$ cat config.mk
export PLATFORM = sky130hd
export DESIGN_NAME = bsc_top
export DESIGN_NICKNAME = d
export VERILOG_FILES = /design/src/rtl/bsc_pkg.sv /design/src/rtl/bsc_sync2.sv /design/src/rtl/bsc_charge_dec.sv /design/src/rtl/bsc_top.sv
export SDC_FILE = /design/constraint.sdc
export NUM_CORES = 1
export LEC_CHECK = 0
export BUFFER_PORTS_ARGS = -buffer_cell sky130_fd_sc_hd__buf_2
export CAP_MARGIN = 20
export CORE_MARGIN = 2
export CORE_UTILIZATION = 25
export CTS_CLUSTER_SIZE = 25
export DETAILED_ROUTE_END_ITERATION = 8
export PLACE_DENSITY = 0.59
export SYNTH_ARGS = -nofsm -noshare
export SYNTH_HDL_FRONTEND = slang
export SYNTH_HIERARCHICAL = 1
export SYNTH_SLANG_ARGS = --single-unit
export TNS_END_PERCENT = 5
$ cat constraint.sdc
create_clock -name clk_sys_i -period 1.6 [get_ports clk_sys_i]
set_input_delay 0.32 -clock clk_sys_i [delete_from_list [all_inputs] [get_ports clk_sys_i]]
set_output_delay 0.32 -clock clk_sys_i [all_outputs]
set_load 0.01 [all_outputs]
$ cat src/rtl/bsc_pkg.sv
package bsc_pkg;

   // timing
   localparam int CLK_PERIOD_NS = 8;
   localparam int BBM_TIME_NS = 40;
   localparam int BBM_CYCLES = (BBM_TIME_NS + CLK_PERIOD_NS - 1) / CLK_PERIOD_NS;
   localparam int BBM_CNT_W = 4;

   // register map, byte addresses
   localparam int APB_AW = 8;
   localparam logic [APB_AW-1:0] TCC_OFFSET = 8'h00;
   localparam logic [APB_AW-1:0] STATUS_OFFSET = 8'h04;

   // reset values
   localparam logic [7:0] TCC_RESET = 8'h00;
   localparam logic [7:0] STATUS_RESET = 8'h02;

   // charge control fields
   localparam int KEY_MSB = 7;
   localparam int KEY_LSB = 4;
   localparam int DIODE_MSB = 3;
   localparam int DIODE_LSB = 2;
   localparam int RES_MSB = 1;
   localparam int RES_LSB = 0;
   localparam logic [3:0] CHARGE_KEY = 4'ha;
   localparam logic [1:0] DIODE_NONE = 2'h2;
   localparam logic [1:0] DIODE_TWO = 2'h1;
   localparam logic [1:0] RES_1K7 = 2'h2;
   localparam logic [1:0] RES_2K9 = 2'h1;
   localparam logic [1:0] RES_5K = 2'h3;
   localparam logic [1:0] RES_OFF = 2'h0;

   // status fields
   localparam int ST_BACKUP = 0;
   localparam int ST_SEALED = 1;
   localparam int ST_OUT_MAIN = 2;
   localparam int ST_OUT_BACKUP = 3;
   localparam int ST_CHARGING = 4;
   localparam int ST_CMP_LSB = 5;
   localparam int ST_BACKUP_SEEN = 8;

   typedef enum logic [2:0] {
      SW_SEALED = 3'h0,
      SW_MAIN = 3'h1,
      SW_OPEN_TO_BACKUP = 3'h3,
      SW_BACKUP = 3'h7,
      SW_OPEN_TO_MAIN = 3'h5
   } bsc_sw_state_t;

   typedef struct packed {
      logic above_backup_supply;
      logic above_tpd;
      logic above_rst;
   } bsc_cmp_t;

   typedef struct packed {
      logic charge_en;
      logic diode_none;
      logic diode_two;
      logic res_1k7;
      logic res_2k9;
      logic res_5k;
   } bsc_charge_t;

   typedef struct packed {
      logic manual_reset_in_n;
      logic watchdog_kick_in;
      logic chip_enable_in_n;
      logic sda_in;
   } bsc_ctl_in_t;

endpackage

$ cat src/rtl/bsc_sync2.sv
`timescale 1ns/1ps
module bsc_sync2
   import bsc_pkg::*;
#(
   parameter int W = 3
) (
   input wire logic clk_sys_i, // system clock
   input wire logic sys_rst_i, // async reset, active high
   input wire logic [W-1:0] async_i, // raw levels
   output logic [W-1:0] sync_o // synchronised levels
);

   typedef struct packed {
      logic [W-1:0] stage1;
      logic [W-1:0] stage2;
   } bsc_sync_state_t;

   bsc_sync_state_t s;
   bsc_sync_state_t next_s;

   always_comb begin
      next_s = s;
      next_s.stage1 = async_i;
      next_s.stage2 = s.stage1;
   end

   always_ff @(posedge clk_sys_i or posedge sys_rst_i) begin
      if (sys_rst_i) begin
         s <= '0;
      end else begin
         s <= next_s;
      end
   end

   assign sync_o = s.stage2;

endmodule

$ cat src/rtl/bsc_charge_dec.sv
`timescale 1ns/1ps
module bsc_charge_dec
   import bsc_pkg::*;
(
   input wire logic [7:0] ctrl_i, // charge control register
   output bsc_charge_t dec_o // decoded charger setting, before supply gating
);

   function automatic bsc_charge_t decode(input logic [7:0] v);
      bsc_charge_t d;
      logic [1:0] dio;
      logic [1:0] res;
      d = '0;
      dio = v[DIODE_MSB:DIODE_LSB];
      res = v[RES_MSB:RES_LSB];
      // key guards against a stray write turning the charger on
      if (v[KEY_MSB:KEY_LSB] == CHARGE_KEY && (dio == DIODE_NONE || dio == DIODE_TWO)
          && res != RES_OFF) begin
         d.charge_en = 1'b1;
         d.diode_none = (dio == DIODE_NONE);
         d.diode_two = (dio == DIODE_TWO);
         d.res_1k7 = (res == RES_1K7);
         d.res_2k9 = (res == RES_2K9);
         d.res_5k = (res == RES_5K);
      end
      return d;
   endfunction

   assign dec_o = decode(ctrl_i);

endmodule

$ cat src/rtl/bsc_top.sv
// Design decisions made here: the APB interface to the registers and the address map.
`timescale 1ns/1ps
// Summary of operation
// - Run from the main supply above the reset threshold and from backup only when below both the reset threshold and the switch point.
// - While the reset outputs are active, manual reset, watchdog, chip enable and serial inputs are ignored.
// - In backup mode both resets and power-fail stay active, the piezo floats and chip-enable out is pulled high.
// - In backup mode timekeeping keeps running and alarm and crystal-fail detection run when enabled.
// - With only the backup supply ever applied the device stays sealed and idle until the main supply first passes the reset threshold.
// - The charger is forced off whenever the main supply is below the backup supply.
// - The charger runs only with key 1010 in bits 7:4, a diode code of 10 or 01 and a nonzero resistor code.
// - The diode code 10 means no diode and 01 two diodes; the resistor code 10 is 1.7K, 01 is 2.9K and 11 is 5K.
// - The switched supply follows main when main is above the reset threshold or the backup voltage, else backup, breaking before making.
// - All registers hold their reset values until the power-on reset is released.
// - In backup mode the manual reset, watchdog, chip enable and power-fail inputs are ignored and piezo and serial data are off.
// - The charger comes out of power-on reset disabled.
module bsc_top
   import bsc_pkg::*;
#(
   parameter int BBM_WAIT = BBM_CYCLES
) (
   input wire logic clk_sys_i, // system clock, 125 MHz
   input wire logic sys_rst_i, // power-on reset, async, active high
   // apb slave
   input wire logic psel, // apb select
   input wire logic penable, // apb access phase
   input wire logic pwrite, // apb direction
   input wire logic [APB_AW-1:0] paddr, // apb byte address
   input wire logic [31:0] pwdata, // apb write data
   output logic [31:0] prdata, // apb read data
   output logic pready, // apb ready
   output logic pslverr, // apb error, unmapped address
   // supply comparators, raw
   input wire bsc_cmp_t cmp_i, // main above reset threshold / switch point / backup
   // supervisor and pin side
   input wire logic sup_reset_i, // reset timer still running, active high
   input wire bsc_ctl_in_t ctl_in_i, // raw control inputs
   input wire logic power_fail_in_i, // power-fail comparator tripped, active high
   input wire logic chip_enable_in_n_i, // chip-enable from host, active low
   input wire logic piezo_drive_i, // piezo tone from divider
   input wire logic sda_drive_low_i, // serial block pulls data low
   input wire logic alarm_in_i, // alarm match, active high
   input wire logic crystal_fail_in_i, // crystal fault seen, active high
   input wire logic alarm_detect_req_i, // alarm detection enabled by software
   input wire logic xtal_detect_req_i, // crystal-fail detection enabled
   output bsc_ctl_in_t ctl_gated_o, // control inputs after gating
   output logic reset_n_o, // reset, active low
   output logic reset_o, // reset, active high
   output logic power_fail_out_n_o, // power-fail, active low
   output logic chip_enable_out_n_o, // gated chip-enable, active low
   output logic piezo_out_o, // piezo level
   output logic piezo_oe_n_o, // piezo enable, low drives
   output logic sda_o, // serial data out level
   output logic sda_oe_n_o, // serial data enable, low drives
   output logic backup_active_flag_o, // running from backup
   output logic alarm_out_o, // alarm, active high
   output logic crystal_fail_out_o, // crystal fail, active high
   output logic timekeep_run_o, // timekeeping counters run
   output logic alarm_detect_en_o, // alarm detection runs
   output logic xtal_detect_en_o, // crystal-fail detection runs
   output logic sw_main_o, // switched supply tied to main
   output logic sw_backup_o, // switched supply tied to backup
   output bsc_charge_t charge_o // charger controls
);

   typedef struct packed {
      bsc_sw_state_t sw;
      logic [BBM_CNT_W-1:0] bbm_cnt;
      logic sealed;
      logic backup;
      logic backup_seen;
      logic [7:0] tcc;
      logic pready;
      logic pslverr;
      logic [31:0] prdata;
      bsc_charge_t charge;
      bsc_ctl_in_t gated;
      logic rst_n;
      logic rst;
      logic pfo_n;
      logic ce_out_n;
      logic piezo_out;
      logic pzt_oe_n;
      logic sda;
      logic sda_oe_n;
      logic alarm;
      logic xfail;
      logic tk_run;
      logic alm_en;
      logic xf_en;
      logic sw_main;
      logic sw_backup;
   } bsc_state_t;

   localparam logic [BBM_CNT_W-1:0] BBM_LAST = BBM_CNT_W'(BBM_WAIT - 1);

   bsc_state_t s;
   bsc_state_t next_s;
   bsc_cmp_t cmp;
   bsc_charge_t charge_dec;
   logic [2:0] cmp_raw;
   logic [2:0] cmp_sync;

   function automatic logic addr_hit(input logic [APB_AW-1:0] a,
                                     input logic [APB_AW-1:0] off);
      return a == off;
   endfunction

   function automatic logic addr_mapped(input logic [APB_AW-1:0] a);
      return addr_hit(a, TCC_OFFSET) | addr_hit(a, STATUS_OFFSET);
   endfunction

   // status shows the synced comparator levels, the ones the power mode acts on
   function automatic logic [31:0] read_word(input logic [APB_AW-1:0] a,
                                             input bsc_state_t st,
                                             input bsc_cmp_t c);
      logic [31:0] w;
      w = '0;
      if (addr_hit(a, TCC_OFFSET)) begin
         w[7:0] = st.tcc;
      end else if (addr_hit(a, STATUS_OFFSET)) begin
         w[ST_BACKUP] = st.backup;
         w[ST_SEALED] = st.sealed;
         w[ST_OUT_MAIN] = st.sw_main;
         w[ST_OUT_BACKUP] = st.sw_backup;
         w[ST_CHARGING] = st.charge.charge_en;
         w[ST_CMP_LSB +: 3] = c;
         w[ST_BACKUP_SEEN] = st.backup_seen;
      end
      return w;
   endfunction

   assign cmp_raw = cmp_i;
   assign cmp = cmp_sync;

   bsc_sync2 #(
      .W(3)
   ) u_cmp_sync (
      .clk_sys_i(clk_sys_i),
      .sys_rst_i(sys_rst_i),
      .async_i(cmp_raw),
      .sync_o(cmp_sync)
   );

   bsc_charge_dec u_charge_dec (
      .ctrl_i(s.tcc),
      .dec_o(charge_dec)
   );

   always_comb begin
      logic want_main;
      logic go_backup;
      logic force_idle;
      logic access;
      logic wr_done;
      logic [31:0] rd;
      logic mapped;
      logic charge_ok;
      want_main = 1'b0;
      go_backup = 1'b0;
      force_idle = 1'b0;
      access = 1'b0;
      wr_done = 1'b0;
      rd = '0;
      mapped = 1'b0;
      charge_ok = 1'b0;
      next_s = s;

      // switched supply follows main above threshold or above backup
      want_main = cmp.above_rst | cmp.above_backup_supply;
      // backup only when below both threshold and switch point
      go_backup = ~cmp.above_rst & ~cmp.above_tpd;

      // one-shot unseal on the first real main supply
      if (s.sealed && cmp.above_rst) begin
         next_s.sealed = 1'b0;
      end

      // gray loop: main, open, backup, open, main
      case (s.sw)
         SW_SEALED: begin
            if (cmp.above_rst) begin
               next_s.sw = SW_MAIN;
            end
         end
         SW_MAIN: begin
            if (!want_main) begin
               next_s.sw = SW_OPEN_TO_BACKUP;
               next_s.bbm_cnt = '0;
            end
         end
         SW_OPEN_TO_BACKUP, SW_OPEN_TO_MAIN: begin
            // both switches open for the whole gap, then pick the live side
            if (s.bbm_cnt >= BBM_LAST) begin
               next_s.sw = want_main ? SW_MAIN : SW_BACKUP;
               next_s.bbm_cnt = '0;
            end else begin
               next_s.bbm_cnt = s.bbm_cnt + 1'b1;
            end
         end
         SW_BACKUP: begin
            if (want_main) begin
               next_s.sw = SW_OPEN_TO_MAIN;
               next_s.bbm_cnt = '0;
            end
         end
         default: begin
            next_s.sw = SW_SEALED;
            next_s.bbm_cnt = '0;
         end
      endcase

      // enables follow the next state, so both drop together at the break
      next_s.sw_main = (next_s.sw == SW_MAIN);
      next_s.sw_backup = (next_s.sw == SW_BACKUP);

      // sealed part never claims backup mode, so it draws nothing
      next_s.backup = ~next_s.sealed & go_backup;
      force_idle = next_s.sealed | next_s.backup;

      // reset outputs held active in backup and while sealed
      next_s.rst = force_idle | sup_reset_i;
      next_s.rst_n = ~next_s.rst;
      // power-fail forced active and its input ignored in backup
      next_s.pfo_n = force_idle ? 1'b0 : ~power_fail_in_i;
      // chip-enable pulled to the switched supply, gated by reset too
      next_s.ce_out_n = next_s.rst ? 1'b1 : chip_enable_in_n_i;

      // inputs drop to their idle levels while reset is active
      if (next_s.rst) begin
         next_s.gated.manual_reset_in_n = 1'b1;
         next_s.gated.watchdog_kick_in = 1'b0;
         next_s.gated.chip_enable_in_n = 1'b1;
         next_s.gated.sda_in = 1'b1;
      end else begin
         next_s.gated = ctl_in_i;
      end
      if (next_s.backup) begin
         next_s.gated.manual_reset_in_n = 1'b1;
         next_s.gated.watchdog_kick_in = 1'b0;
         next_s.gated.chip_enable_in_n = 1'b1;
      end

      // piezo floats in backup
      next_s.piezo_out = force_idle ? 1'b0 : piezo_drive_i;
      next_s.pzt_oe_n = force_idle ? 1'b1 : 1'b0;
      // open-drain data: only ever drives low, released in backup
      next_s.sda = 1'b0;
      next_s.sda_oe_n = (force_idle | next_s.rst) ? 1'b1 : ~sda_drive_low_i;

      // these keep working from backup, only the sealed part is silent
      next_s.alarm = ~next_s.sealed & alarm_in_i;
      next_s.xfail = ~next_s.sealed & crystal_fail_in_i;
      next_s.tk_run = ~next_s.sealed;
      next_s.alm_en = ~next_s.sealed & alarm_detect_req_i;
      next_s.xf_en = ~next_s.sealed & xtal_detect_req_i;

      // charger gated by the supply, whatever software wrote
      charge_ok = cmp.above_backup_supply & ~force_idle;
      if (charge_dec.charge_en && charge_ok) begin
         next_s.charge = charge_dec;
      end else begin
         next_s.charge = '0;
      end

      // apb: one wait state so read data leaves a flop
      access = psel & penable;
      next_s.pready = access & ~s.pready;
      wr_done = access & s.pready & pwrite;
      if (access && !s.pready) begin
         mapped = addr_mapped(paddr);
         rd = read_word(paddr, s, cmp);
         next_s.prdata = pwrite ? 32'h0000_0000 : rd;
         next_s.pslverr = ~mapped;
      end else if (!access) begin
         next_s.prdata = '0;
         next_s.pslverr = 1'b0;
      end

      if (wr_done && addr_hit(paddr, TCC_OFFSET)) begin
         next_s.tcc = pwdata[7:0];
      end

      // sticky record of any backup episode, write one to clear
      if (wr_done && addr_hit(paddr, STATUS_OFFSET) && pwdata[ST_BACKUP_SEEN]) begin
         next_s.backup_seen = 1'b0;
      end
      // a new backup entry beats a clear in the same cycle
      if (next_s.backup) begin
         next_s.backup_seen = 1'b1;
      end
   end

   always_ff @(posedge clk_sys_i or posedge sys_rst_i) begin
      if (sys_rst_i) begin
         s <= '0;
         s.sw <= SW_SEALED;
         s.sealed <= 1'b1;
         s.tcc <= TCC_RESET;
         s.charge <= '0;
         // bus answers nothing until the reset lets go
         s.pready <= 1'b0;
         s.pslverr <= 1'b0;
         s.prdata <= '0;
         s.rst <= 1'b1;
         s.rst_n <= 1'b0;
         s.pfo_n <= 1'b0;
         s.ce_out_n <= 1'b1;
         s.pzt_oe_n <= 1'b1;
         s.sda_oe_n <= 1'b1;
         s.gated.manual_reset_in_n <= 1'b1;
         s.gated.chip_enable_in_n <= 1'b1;
         s.gated.sda_in <= 1'b1;
      end else begin
         s <= next_s;
      end
   end

   assign prdata = s.prdata;
   assign pready = s.pready;
   assign pslverr = s.pslverr;
   assign ctl_gated_o = s.gated;
   assign reset_n_o = s.rst_n;
   assign reset_o = s.rst;
   assign power_fail_out_n_o = s.pfo_n;
   assign chip_enable_out_n_o = s.ce_out_n;
   assign piezo_out_o = s.piezo_out;
   assign piezo_oe_n_o = s.pzt_oe_n;
   assign sda_o = s.sda;
   assign sda_oe_n_o = s.sda_oe_n;
   assign backup_active_flag_o = s.backup;
   assign alarm_out_o = s.alarm;
   assign crystal_fail_out_o = s.xfail;
   assign timekeep_run_o = s.tk_run;
   assign alarm_detect_en_o = s.alm_en;
   assign xtal_detect_en_o = s.xf_en;
   assign sw_main_o = s.sw_main;
   assign sw_backup_o = s.sw_backup;
   assign charge_o = s.charge;

endmodule

* Word level (Yosys, flattened, before mapping)
Index checks and enable logic that the tools add are counted.
** Operators by class
- Add/sub/neg operators :: 1
- $lt $le $gt $ge :: 1
- Equality and inequality tests :: 16
- Multiplexer cells :: 26
- Bitwise gates (word level) :: 26
- Reduce and logical (&&, ||, !) cells :: 16
** Operators with widths (count)
- 2-to-1 mux 33 bit :: 2
- 2-to-1 mux 9 bit :: 2
- one-hot mux 4 bit (4 select lines) :: 1
- 2-to-1 mux 7 bit :: 2
- 2-to-1 mux 3 bit :: 4
- 2-to-1 mux 6 bit :: 2
- one-hot mux 3 bit (4 select lines) :: 1
- AND 1 bit :: 11
- inverter 1 bit :: 10
- equality test 3 bit (second input constant) :: 3
- 2-to-1 mux 1 bit :: 9
- equality test 8 x 3 -> 1 bit (second input constant) :: 1
- logical AND 1 bit :: 8
- zero test 8 bit :: 1
- 2-to-1 mux 4 bit :: 2
- 2-to-1 mux 8 bit :: 1
- equality test 2 bit (second input constant) :: 3
- equality test 3 x 1 -> 1 bit (second input constant) :: 2
- OR 1 bit :: 5
- adder 4 x 1 -> 4 bit (second input constant) :: 1
- equality test 2 x 1 -> 1 bit (second input constant) :: 2
- equality test 4 bit (second input constant) :: 1
- >= comparator 4 x 3 -> 1 bit (second input constant) :: 1
- != test 2 bit (second input constant) :: 2
- other kinds (8) :: 9
** Storage, ports and cells
- Register bits after elaboration :: 82
- Bits of input ports :: 61
- Output and inout port bits :: 60
- Word-level logic and storage cells :: 121

* Longest topological paths before layout
Gate-level depths: netlist (run 1).
- Depth in word-level cells :: 9
- Depth in mapped cells :: 7

* Cells and area by module
Netlist (run 1), hierarchy kept.
** By module, submodules not included
- bsc_top :: instances 1, cells an instance 211, area each 2416.1 µm²
- bsc_sync2 :: instances 1, cells an instance 7, area each 153.9 µm²
- bsc_charge_dec :: instances 1, cells an instance 17, area each 128.9 µm²

* Least setup slack after synthesis (run 1)
OpenSTA, ideal clock, no wires.
- Kind :: in2reg
- Start :: input port paddr[1]
- End :: register s[59] (netlist bit)
- Setup time :: 125 ps
- Data arrival time :: 1665 ps
- Data required time :: 1475 ps
- Setup slack :: -190 ps
- Stages :: 3
- Buffers on the path :: 0
- Cells stage by stage :: or3_2 -> nor4_4 -> mux2_2
** Between the ends
- Longest elaborated chain between the ends :: 2
** RTL lines
- start: declaration :: RTL line bsc_top.sv:27 : input wire logic [APB_AW-1:0] paddr,
- zero test 8 bit :: RTL line bsc_top.sv:105 : return a == off;
- logical AND 1 bit :: RTL line bsc_top.sv:279 : if (wr_done && addr_hit(paddr, TCC_OFFSET)) begin
- end signal: assignment :: RTL line bsc_top.sv:314 : s <= next_s;
- end: declaration :: RTL line bsc_top.sv:96 : bsc_state_t s;
Every way passes these cells.
A chain may end at the register's enable or synchronous reset.

==> results.tsv, run 1 <==
metric	value	unit
die_height	108	um
cts.path.max_buffers	2	
grt_pass1_vias	1793	
p_comb_frac	0.161	
wl	5470	um
period_minus_slack	1.60	ns
die_w	108	um
drc	0	
critPathArrivalTime	1.88	ns
hold_violations	0	
tightest_slew	0.588	ns
p_int	0.00253	W
required	1.88	ns
antenna_found_initial	1	
slowest_stage	dfrtp_1	
critPathMaxStageDelay	0.41	ns
worstPathMaxFanout	6	
grt_pass1_wl	8760	um
cts_sinks	59	
layout.nets	372	
p_sw	0.000931	W
period_share	1.00	
violations	negative setup slack	
hold_ws	0.0896	ns
setup_violations	1	
synth_seq_cells	59	
status	finished, violations left	
fin_skew	0.00509	ns
power.density	1050	nW/um2
clock_latency	0.34	ns
drv_slew	0	
cts_tree	built	
cellLeakagePower	1.63	nW
ys_seq_area_frac	0.551	
track_usage	0.101	
root_buffer	clkbuf_8	
diodes	0	
routed_via_density	4.05	
cap_violations	0	
startpoint_type	register	
start_util	0.259	
die_area	11600	um2
yosys_warnings	6	
power_frac_seq	0.497	
core_area	10400	um2
hold_class	in -> reg	
ant_nets	0	
drt_first_pass_iters	4	
fmax	0.625	GHz
grt_max_degree	37	
avgSynthCellArea	11.5	um2
ioPinCount	121	
syn_inst	235	
p_clk_frac	0.342	
endpoint_kind	register	
syn_to_final_growth	22.6	%
yosysUniqueCellTypes	39	
drt-wirelength-per-cell	12.2	um
core.rowCount	37	
critPathTopFamily	simple AND/OR/NAND/NOR gates	
drive_above_1_share	0.425	
netlist_area	2700	um2
grt-ovfl-total	0	
crit_buf_inv	1	
finalSetupTns	-0.000373	ns
p_sw_frac	0.269	
drt_iter0_markers	49	
gp_congestion	0.730	
setup_ws	-0.000373	ns
crit_type	reg -> reg	
hpwl	4150	um
htreeDepth	3	
rsz0062_at_grt	true	
path_clk_slew	0.06	ns
cp_cell_sequence	ha_4 -> or3_4 -> nor2_4 -> nand2_2 -> a21oi_2 -> buf_6 -> and2_4	
irDropWorstVdd	521	uV
cts_buffers	9	
io_buffers	73	
maxSlewHeadroom	0.608	
num_vias	1819	
[Yosys cell counts (all sizes together)]
library cell | number | share of area
dfrtp | 51 | 0.47
buf | 44 | 0.12
nand2 | 17 | 0.024
and2 | 12 | 0.028
o21ai | 12 | 0.022
inv | 9 | 0.013
mux2 | 9 | 0.038
mux2i | 9 | 0.033
dfstp | 8 | 0.078
nand2b | 6 | 0.014
nor2 | 6 | 0.0083
nor3 | 6 | 0.011
clkbuf | 4 | 0.0056
nor4 | 4 | 0.017
a22o | 3 | 0.0097
and3 | 3 | 0.0070
ha | 3 | 0.014
o21a | 3 | 0.0083
or2 | 3 | 0.0070
a21boi | 2 | 0.0056
a21o | 2 | 0.0056
a21oi | 2 | 0.0037
nand4 | 2 | 0.0046
nor2b | 2 | 0.0046
nor3b | 2 | 0.0056
or3 | 2 | 0.0070
a32o | 1 | 0.0037
conb | 1 | 0.0014
nand3 | 1 | 0.0019
nor4b | 1 | 0.0088
nor4bb | 1 | 0.0037
o211ai | 1 | 0.0028
o21bai | 1 | 0.0028
or4 | 1 | 0.0042
xor2 | 1 | 0.0032
[final cells by class]
type / count / area, um2
Fill cell: 1058 / 7110
Sequential cell: 59 / 1490
Multi-Input combinational cell: 142 / 957
Timing Repair Buffer: 87 / 489
Tap cell: 136 / 170
Clock buffer: 14 / 163
Inverter: 9 / 33.8
Clock inverter: 2 / 10.0
[per-stage QoR]
| step | total power [W] | std cells | instance area [um2] | worst slack (ns) | util |
|---|---|---|---|---|---|
| global placement | 0.00229 | 429 | 3070 | -0.286 | 0.294 |
| detailed placement | 0.00230 | 429 | 3070 | -0.299 | 0.294 |
| finish | 0.00346 | 449 | 3310 | -0.000373 | 0.318 |
| global route | 0.00368 | 449 | 3310 | -0.0837 | 0.318 |
| floorplan | 0.00218 | 258 | 2790 | -0.190 | - |
| CTS | 0.00354 | 448 | 3290 | -0.0186 | 0.316 |
[power by group through the flow]
stage               clock network (W)  logic [W]  registers (W)
finish                        0.00118   0.000559        0.00172
global route                  0.00132   0.000626        0.00173
CTS                           0.00126   0.000568        0.00172
detailed placement                  0   0.000560        0.00174
global placement                    0   0.000544        0.00174
floorplan                           0   0.000473        0.00170
[final timing paths]
path / startpoint / end / slack [ns] / cells past startpoint
max: s[62]$_DFFE_PP0P_ / charge_o[4]$_DFF_PP0_ / -0.0004 / 7
min: cmp_i[0] / u_cmp_sync/next_s[0]$_DFF_PP0_ / 0.09 / 1
max reg2reg: s[62]$_DFFE_PP0P_ / charge_o[4]$_DFF_PP0_ / -0.0004 / 7
min reg2reg: u_cmp_sync/next_s[1]$_DFF_PP0_ / u_cmp_sync/sync_o[1]$_DFF_PP0_ / 0.35 / 0
max in group asynchronous: sys_rst_i / charge_o[4]$_DFF_PP0_ / 0.56 / 4
min in group asynchronous: sys_rst_i / u_cmp_sync/next_s[0]$_DFF_PP0_ / 0.45 / 3
[worst reg2reg max path: stages, from the launching register on]
cell	delay, ns
dfrtp_1	0.41
ha_4	0.25
or3_4	0.35
nor2_4	0.10
nand2_2	0.06
a21oi_2	0.12
buf_6	0.12
and2_4	0.13
[cell usage in the layout, fill, tap and decap left out, types with 2 or more instances in the layout]
cell      instances
o21a_1            3
nand2_1          16
mux2_2            9
nand2b_1          6
dfstp_2           8
nand4_1           2
conb_1           24
a21boi_0          2
and2_1           11
and3_1            3
ha_1              2
inv_1             7
mux2i_1           9
inv_2             2
o21ai_0          12
buf_4            11
nor3_1            6
nor3b_1           2
buf_2            73
clkbuf_1          3
a22o_1            3
clkinv_2          2
or2_2             3
a21o_1            2
nor2_1            5
clkbuf_8         11
nor4_1            2
dfrtp_1          51
nor2b_1           2
[registers in the layout, summed over array words and instances, names as in the netlist, 3 cells and up]
name,count
u_cmp_sync/next_s,3
prdata,9
s,17
u_cmp_sync/sync_o,3
charge_o,6
ctl_gated_o,4
[what timing repair did]
item	4_1_cts	5_1_grt
pin swaps	4	0
buffers inserted	2	1
gates resized for setup	5	4
hold endpoints to repair	15	0
hold buffers	1	0
endpoints found under the setup margin	6	10
[metal layers]
| layer | global-route usage | part of all wire |
|---|---|---|
| met1 | 0.107 | 0.40 |
| met2 | 0.172 | 0.50 |
| met3 | 0.0418 | 0.080 |
| met4 | 0.0495 | 0.019 |
| met5 | 0 | 0.0024 |
[logic make-up after synthesis]
| family | Yosys count | synth area share |
|---|---|---|
| xor gates and xnor gates | 1 | 0.00325 |
| muxes | 18 | 0.0709 |
| AOI/OAI and AO/OA | 27 | 0.0644 |
| and+or+nand+nor | 69 | 0.156 |
| other | 1 | 0.00139 |
| buffers and inverters | 57 | 0.139 |
| DFF | 59 | 0.551 |
| adders and majority gates | 3 | 0.0139 |
No activity file was read; power rests on OpenSTA's default activity.
==> inputs of run 2 (changes only) <==
--- a/config.mk
+++ b/config.mk
@@ -12,6 +12,7 @@
 export CTS_CLUSTER_SIZE = 25
 export DETAILED_ROUTE_END_ITERATION = 8
 export PLACE_DENSITY = 0.59
+export SETUP_SLACK_MARGIN = 0.15
 export SYNTH_ARGS = -nofsm -noshare
 export SYNTH_HDL_FRONTEND = slang
 export SYNTH_HIERARCHICAL = 1
==> results.tsv, run 2 (synthesis results as in run 1) <==
metric	value	unit
r2r_start	s[62]$_DFFE_PP0P_	
final_common_cell	buf_2	
regMostFlops	s	
num_vias	1824	
hold_class	in -> reg	
required	1.88	ns
design_area	3360	um2
irDropWorstVdd	521	uV
gp_congestion	0.730	
drive_above_1_share	0.431	
fmax	0.625	GHz
fin_skew	0.00467	ns
hold_violations	0	
drt_first_pass_iters	4	
dpl_cell_area	3070	um2
final_cell_mix	buf_2, dfrtp_1, conb_1	
wl_met1	2210	um
ioPinCount	121	
largest_reg_flops	17	
critPathArrivalTime	1.88	ns
antenna_found_initial	1	
diodes	0	
wl	5590	um
whs_path_depth	1	
cap_violations	0	
layout.nets	372	
power.density	1030	nW/um2
top_layer	met5	
drt-wirelength-per-cell	12.4	um
final_cell_count_no_fill	449	
drt_iter0_markers	56	
core_area	10400	um2
die_height	108	um
hpwl	4150	um
drv_slew	0	
drc	0	
crit_type	reg -> reg	
wl_met3	426	um
path_clk_slew	0.06	ns
io_buffers	73	
setup_ws	-0.000133	ns
syn_to_final_growth	24.6	%
grt_pass1_wl	8850	um
worstPathMaxFanout	4	
die_area	11600	um2
status	finished, violations left	
tightest_slew	0.588	ns
power	0.00347	W
grt_pass1_vias	1787	
cts_tree	built	
root_buffer	clkbuf_8	
track_usage	0.101	
period_minus_slack	1.60	ns
min_to	u_cmp_sync/next_s[0]$_DFF_PP0_	
htreeDepth	3	
endpoint_kind	register	
wl_met2	2830	um
routed_via_density	4.06	
clock_latency	0.34	ns
rsz0062_at_grt	true	
worst_r2r_path_depth	5	
startpoint_type	register	
setup_violations	1	
grt_max_degree	37	
die_w	108	um
cp-startpoint	s[62]$_DFFE_PP0P_	
period_share	1.00	
cellLeakagePower	1.64	nW
start_util	0.259	
violations	negative setup slack	
core.rowCount	37	
cts.path.max_buffers	2	
reg2reg_slack	-0.0001	ns
cts_buffers	9	
min_from	cmp_i[0]	
ant_nets	0	
cts_sinks	59	
maxSlewHeadroom	0.608	
grt-ovfl-total	0	
r2r-end	charge_o[2]$_DFF_PP0_	
placed_cells	429	
-- run 2: worst max path at each step --
stage / endpoint / slack, ns
2_1_floorplan: s[59]$_DFFE_PP0P_ / -0.19
3_3_place_gp: s[62]$_DFFE_PP0P_ / -0.29
3_5_place_dp: s[59]$_DFFE_PP0P_ / -0.30
4_1_cts: charge_o[4]$_DFF_PP0_ / -0.02
5_1_grt: charge_o[1]$_DFF_PP0_ / -0.08
6_report: charge_o[2]$_DFF_PP0_ / -0.0001
-- run 2: routing by layer --
| layer | global-route usage | vias up |
|---|---|---|
| met5 | 0 | - |
| met4 | 0.0495 | 2 |
| met3 | 0.0418 | 13 |
| met2 | 0.173 | 73 |
| met1 | 0.109 | 872 |
| li1 | - | 864 |
-- run 2: repair_timing --
item / 4_1_cts / 5_1_grt
endpoints found under the hold margin: 15 / 0
setup endpoints to repair: 16 / 34
hold buffers: 1 / 0
pin swaps: 6 / 2
resized for setup: 14 / 11
buffers inserted: 2 / 1
-- run 2: power by group --
part / switching, W / internal [W]
clock network: 0.000541 / 0.000643
registers: 0.000108 / 0.00161
logic: 0.000285 / 0.000282
-- run 2: per-stage QoR --
step | hold WS [ns] | setup slack [ns] | utilization | TNS (ns)
2_1_floorplan | 0.111 | -0.190 | - | -1.94
3_3_place_gp | 0.251 | -0.286 | 0.294 | -2.91
3_5_place_dp | 0.256 | -0.299 | 0.294 | -2.94
4_1_cts | 0.0595 | -0.0186 | 0.319 | -0.0476
5_1_grt | 0.0713 | -0.0837 | 0.323 | -0.425
6_report | 0.0892 | -0.000133 | 0.323 | -0.000133
-- run 2: area by class of cell --
cell class              instances  area [um2]
flip-flops and latches         59        1490
well taps                     136         170
clock buffers                  14         163
repair buffers                 87         505
inverters                       9        33.8
clock inverters                 2        10.0
multi-input cells             142         993
fillers                      1053        7050
-- run 2: worst max-delay path, stage by stage (launching register included) --
cell and delay (ns):
dfrtp_1 0.41, ha_4 0.25, or3_4 0.35, buf_4 0.17
nor4b_4 0.22, and2_1 0.15
==> inputs of run 3 (changes only) <==
--- a/config.mk
+++ b/config.mk
@@ -7,7 +7,6 @@
 export LEC_CHECK = 0
 export BUFFER_PORTS_ARGS = -buffer_cell sky130_fd_sc_hd__buf_2
 export CAP_MARGIN = 20
-export CORE_MARGIN = 2
 export CORE_UTILIZATION = 25
 export CTS_CLUSTER_SIZE = 25
 export DETAILED_ROUTE_END_ITERATION = 8
==> results.tsv, run 3 (synthesis results as in run 1) <==
metric	value	unit
dp_slack	-0.302	ns
grt_pass1_vias	1855	
irDropWorstVdd	491	uV
violations	negative setup slack	
min_from	cmp_i[1]	
ant_nets	0	
largest_reg_flops	17	
drt_iter0_markers	54	
start_util	0.259	
endpoint_kind	register	
fin_skew	0.00982	ns
drt_first_pass_iters	4	
cts_buffers	9	
final_util	0.324	
final_cell_mix	buf_2, dfrtp_1, conb_1	
setup_violations	3	
drt-wirelength-per-cell	12.5	um
whs_path_depth	1	
startpoint_type	register	
io_buffers	73	
regArea	1490	um2
diodes	0	
syn_to_final_growth	25.2	%
die_area	11200	um2
worstPathMaxFanout	4	
cellLeakagePower	1.65	nW
wl	5620	um
r2r_start	s[62]$_DFFE_PP0P_	
grt-ovfl-total	0	
period_minus_slack	1.62	ns
grt_pass1_wl	9120	um
multi_input_area	990	um2
dpl_cell_area	3080	um2
grt_use_met3	0.0411	
core.rowCount	37	
root_buffer	clkbuf_8	
design_area	3380	um2
gp_congestion	0.797	
busiest_layer	met2	
regMostFlops	s	
drc	0	
fmax	0.619	GHz
antenna_found_initial	0	
setup_ws	-0.0150	ns
hpwl	4110	um
met2_usage	0.179	
cap_violations	0	
worst_r2r_path_depth	5	
htreeDepth	3	
rsz0062_at_grt	true	
r2r-end	charge_o[2]$_DFF_PP0_	
drive_above_1_share	0.429	
layout.nets	371	
fillers	1067	
num_vias	1817	
ioPinCount	121	
power.density	1080	nW/um2
die_w	106	um
status	finished, violations left	
track_usage	0.108	
cts_tree	built	
min_to	u_cmp_sync/next_s[1]$_DFF_PP0_	
reg2reg_slack	-0.02	ns
clock_latency	0.33	ns
core_area	10400	um2
hold_violations	0	
die_height	106	um
cts.path.max_buffers	2	
drv_slew	0	
required	1.87	ns
final_common_cell	buf_2	
hold_class	in -> reg	
grt_max_degree	37	
period_share	1.01	
met1_usage	0.125	
finalSetupTns	-0.0225	ns
path_clk_slew	0.06	ns
crit_type	reg -> reg	
critPathArrivalTime	1.88	ns
routed_via_density	4.06	
cts_sinks	59	
[run 3: worst max-delay path, stage by stage (launching register included)]
cell	delay, ns
dfrtp_1	0.41
ha_4	0.25
or3_4	0.34
buf_4	0.17
nor4b_4	0.23
and2_1	0.15
[run 3: how the worst max path moves through the flow]
| stage | from | end | slack [ns] | cells after the start |
|---|---|---|---|---|
| final | s[62]$_DFFE_PP0P_ | charge_o[2]$_DFF_PP0_ | -0.02 | 5 |
| after global routing | s[62]$_DFFE_PP0P_ | charge_o[1]$_DFF_PP0_ | -0.07 | 5 |
| after CTS | s[62]$_DFFE_PP0P_ | charge_o[3]$_DFF_PP0_ | -0.08 | 7 |
| after detailed placement | paddr[1] | s[59]$_DFFE_PP0P_ | -0.30 | 5 |
| after global placement | paddr[1] | s[62]$_DFFE_PP0P_ | -0.29 | 5 |
| after floorplan | paddr[1] | s[59]$_DFFE_PP0P_ | -0.19 | 3 |
[run 3: layout make-up]
type	instances	area share
Timing Repair Buffer	86	0.148
Clock inverter	2	0.0104
Sequential cell	59	0.440
Tap cell	136	0.0504
Inverter	9	0.0100
Multi-Input combinational cell	142	0.293
Clock buffer	14	0.0481
[run 3: what timing repair did]
| action | in CTS | in global routing |
|---|---|---|
| endpoints found under the hold margin | 15 | 0 |
| pin swaps | 5 | 0 |
| setup buffers | 2 | 0 |
| endpoints found under the setup margin | 15 | 27 |
| gates resized for setup | 10 | 14 |
| hold buffers | 1 | 0 |
[run 3: report_power, final]
part / internal, W / switching (W)
logic: 0.000280 / 0.000292
clock network: 0.000804 / 0.000546
registers: 0.00161 / 0.000115
total: 0.00270 / 0.000953
[run 3: metal layers]
metal,vias to the layer above,share of wire
met5,-,0
met4,0,0.015
met3,9,0.069
met2,74,0.50
met1,871,0.42
li1,863,-
[run 3: stage by stage]
| stage | hold WS [ns] | instances | power (W) |
|---|---|---|---|
| detailed placement | 0.263 | 429 | 0.00231 |
| global placement | 0.255 | 429 | 0.00228 |
| CTS | 0.0735 | 448 | 0.00371 |
| finish | 0.0893 | 448 | 0.00365 |
| global route | 0.0662 | 448 | 0.00385 |
| floorplan | 0.111 | 258 | 0.00218 |
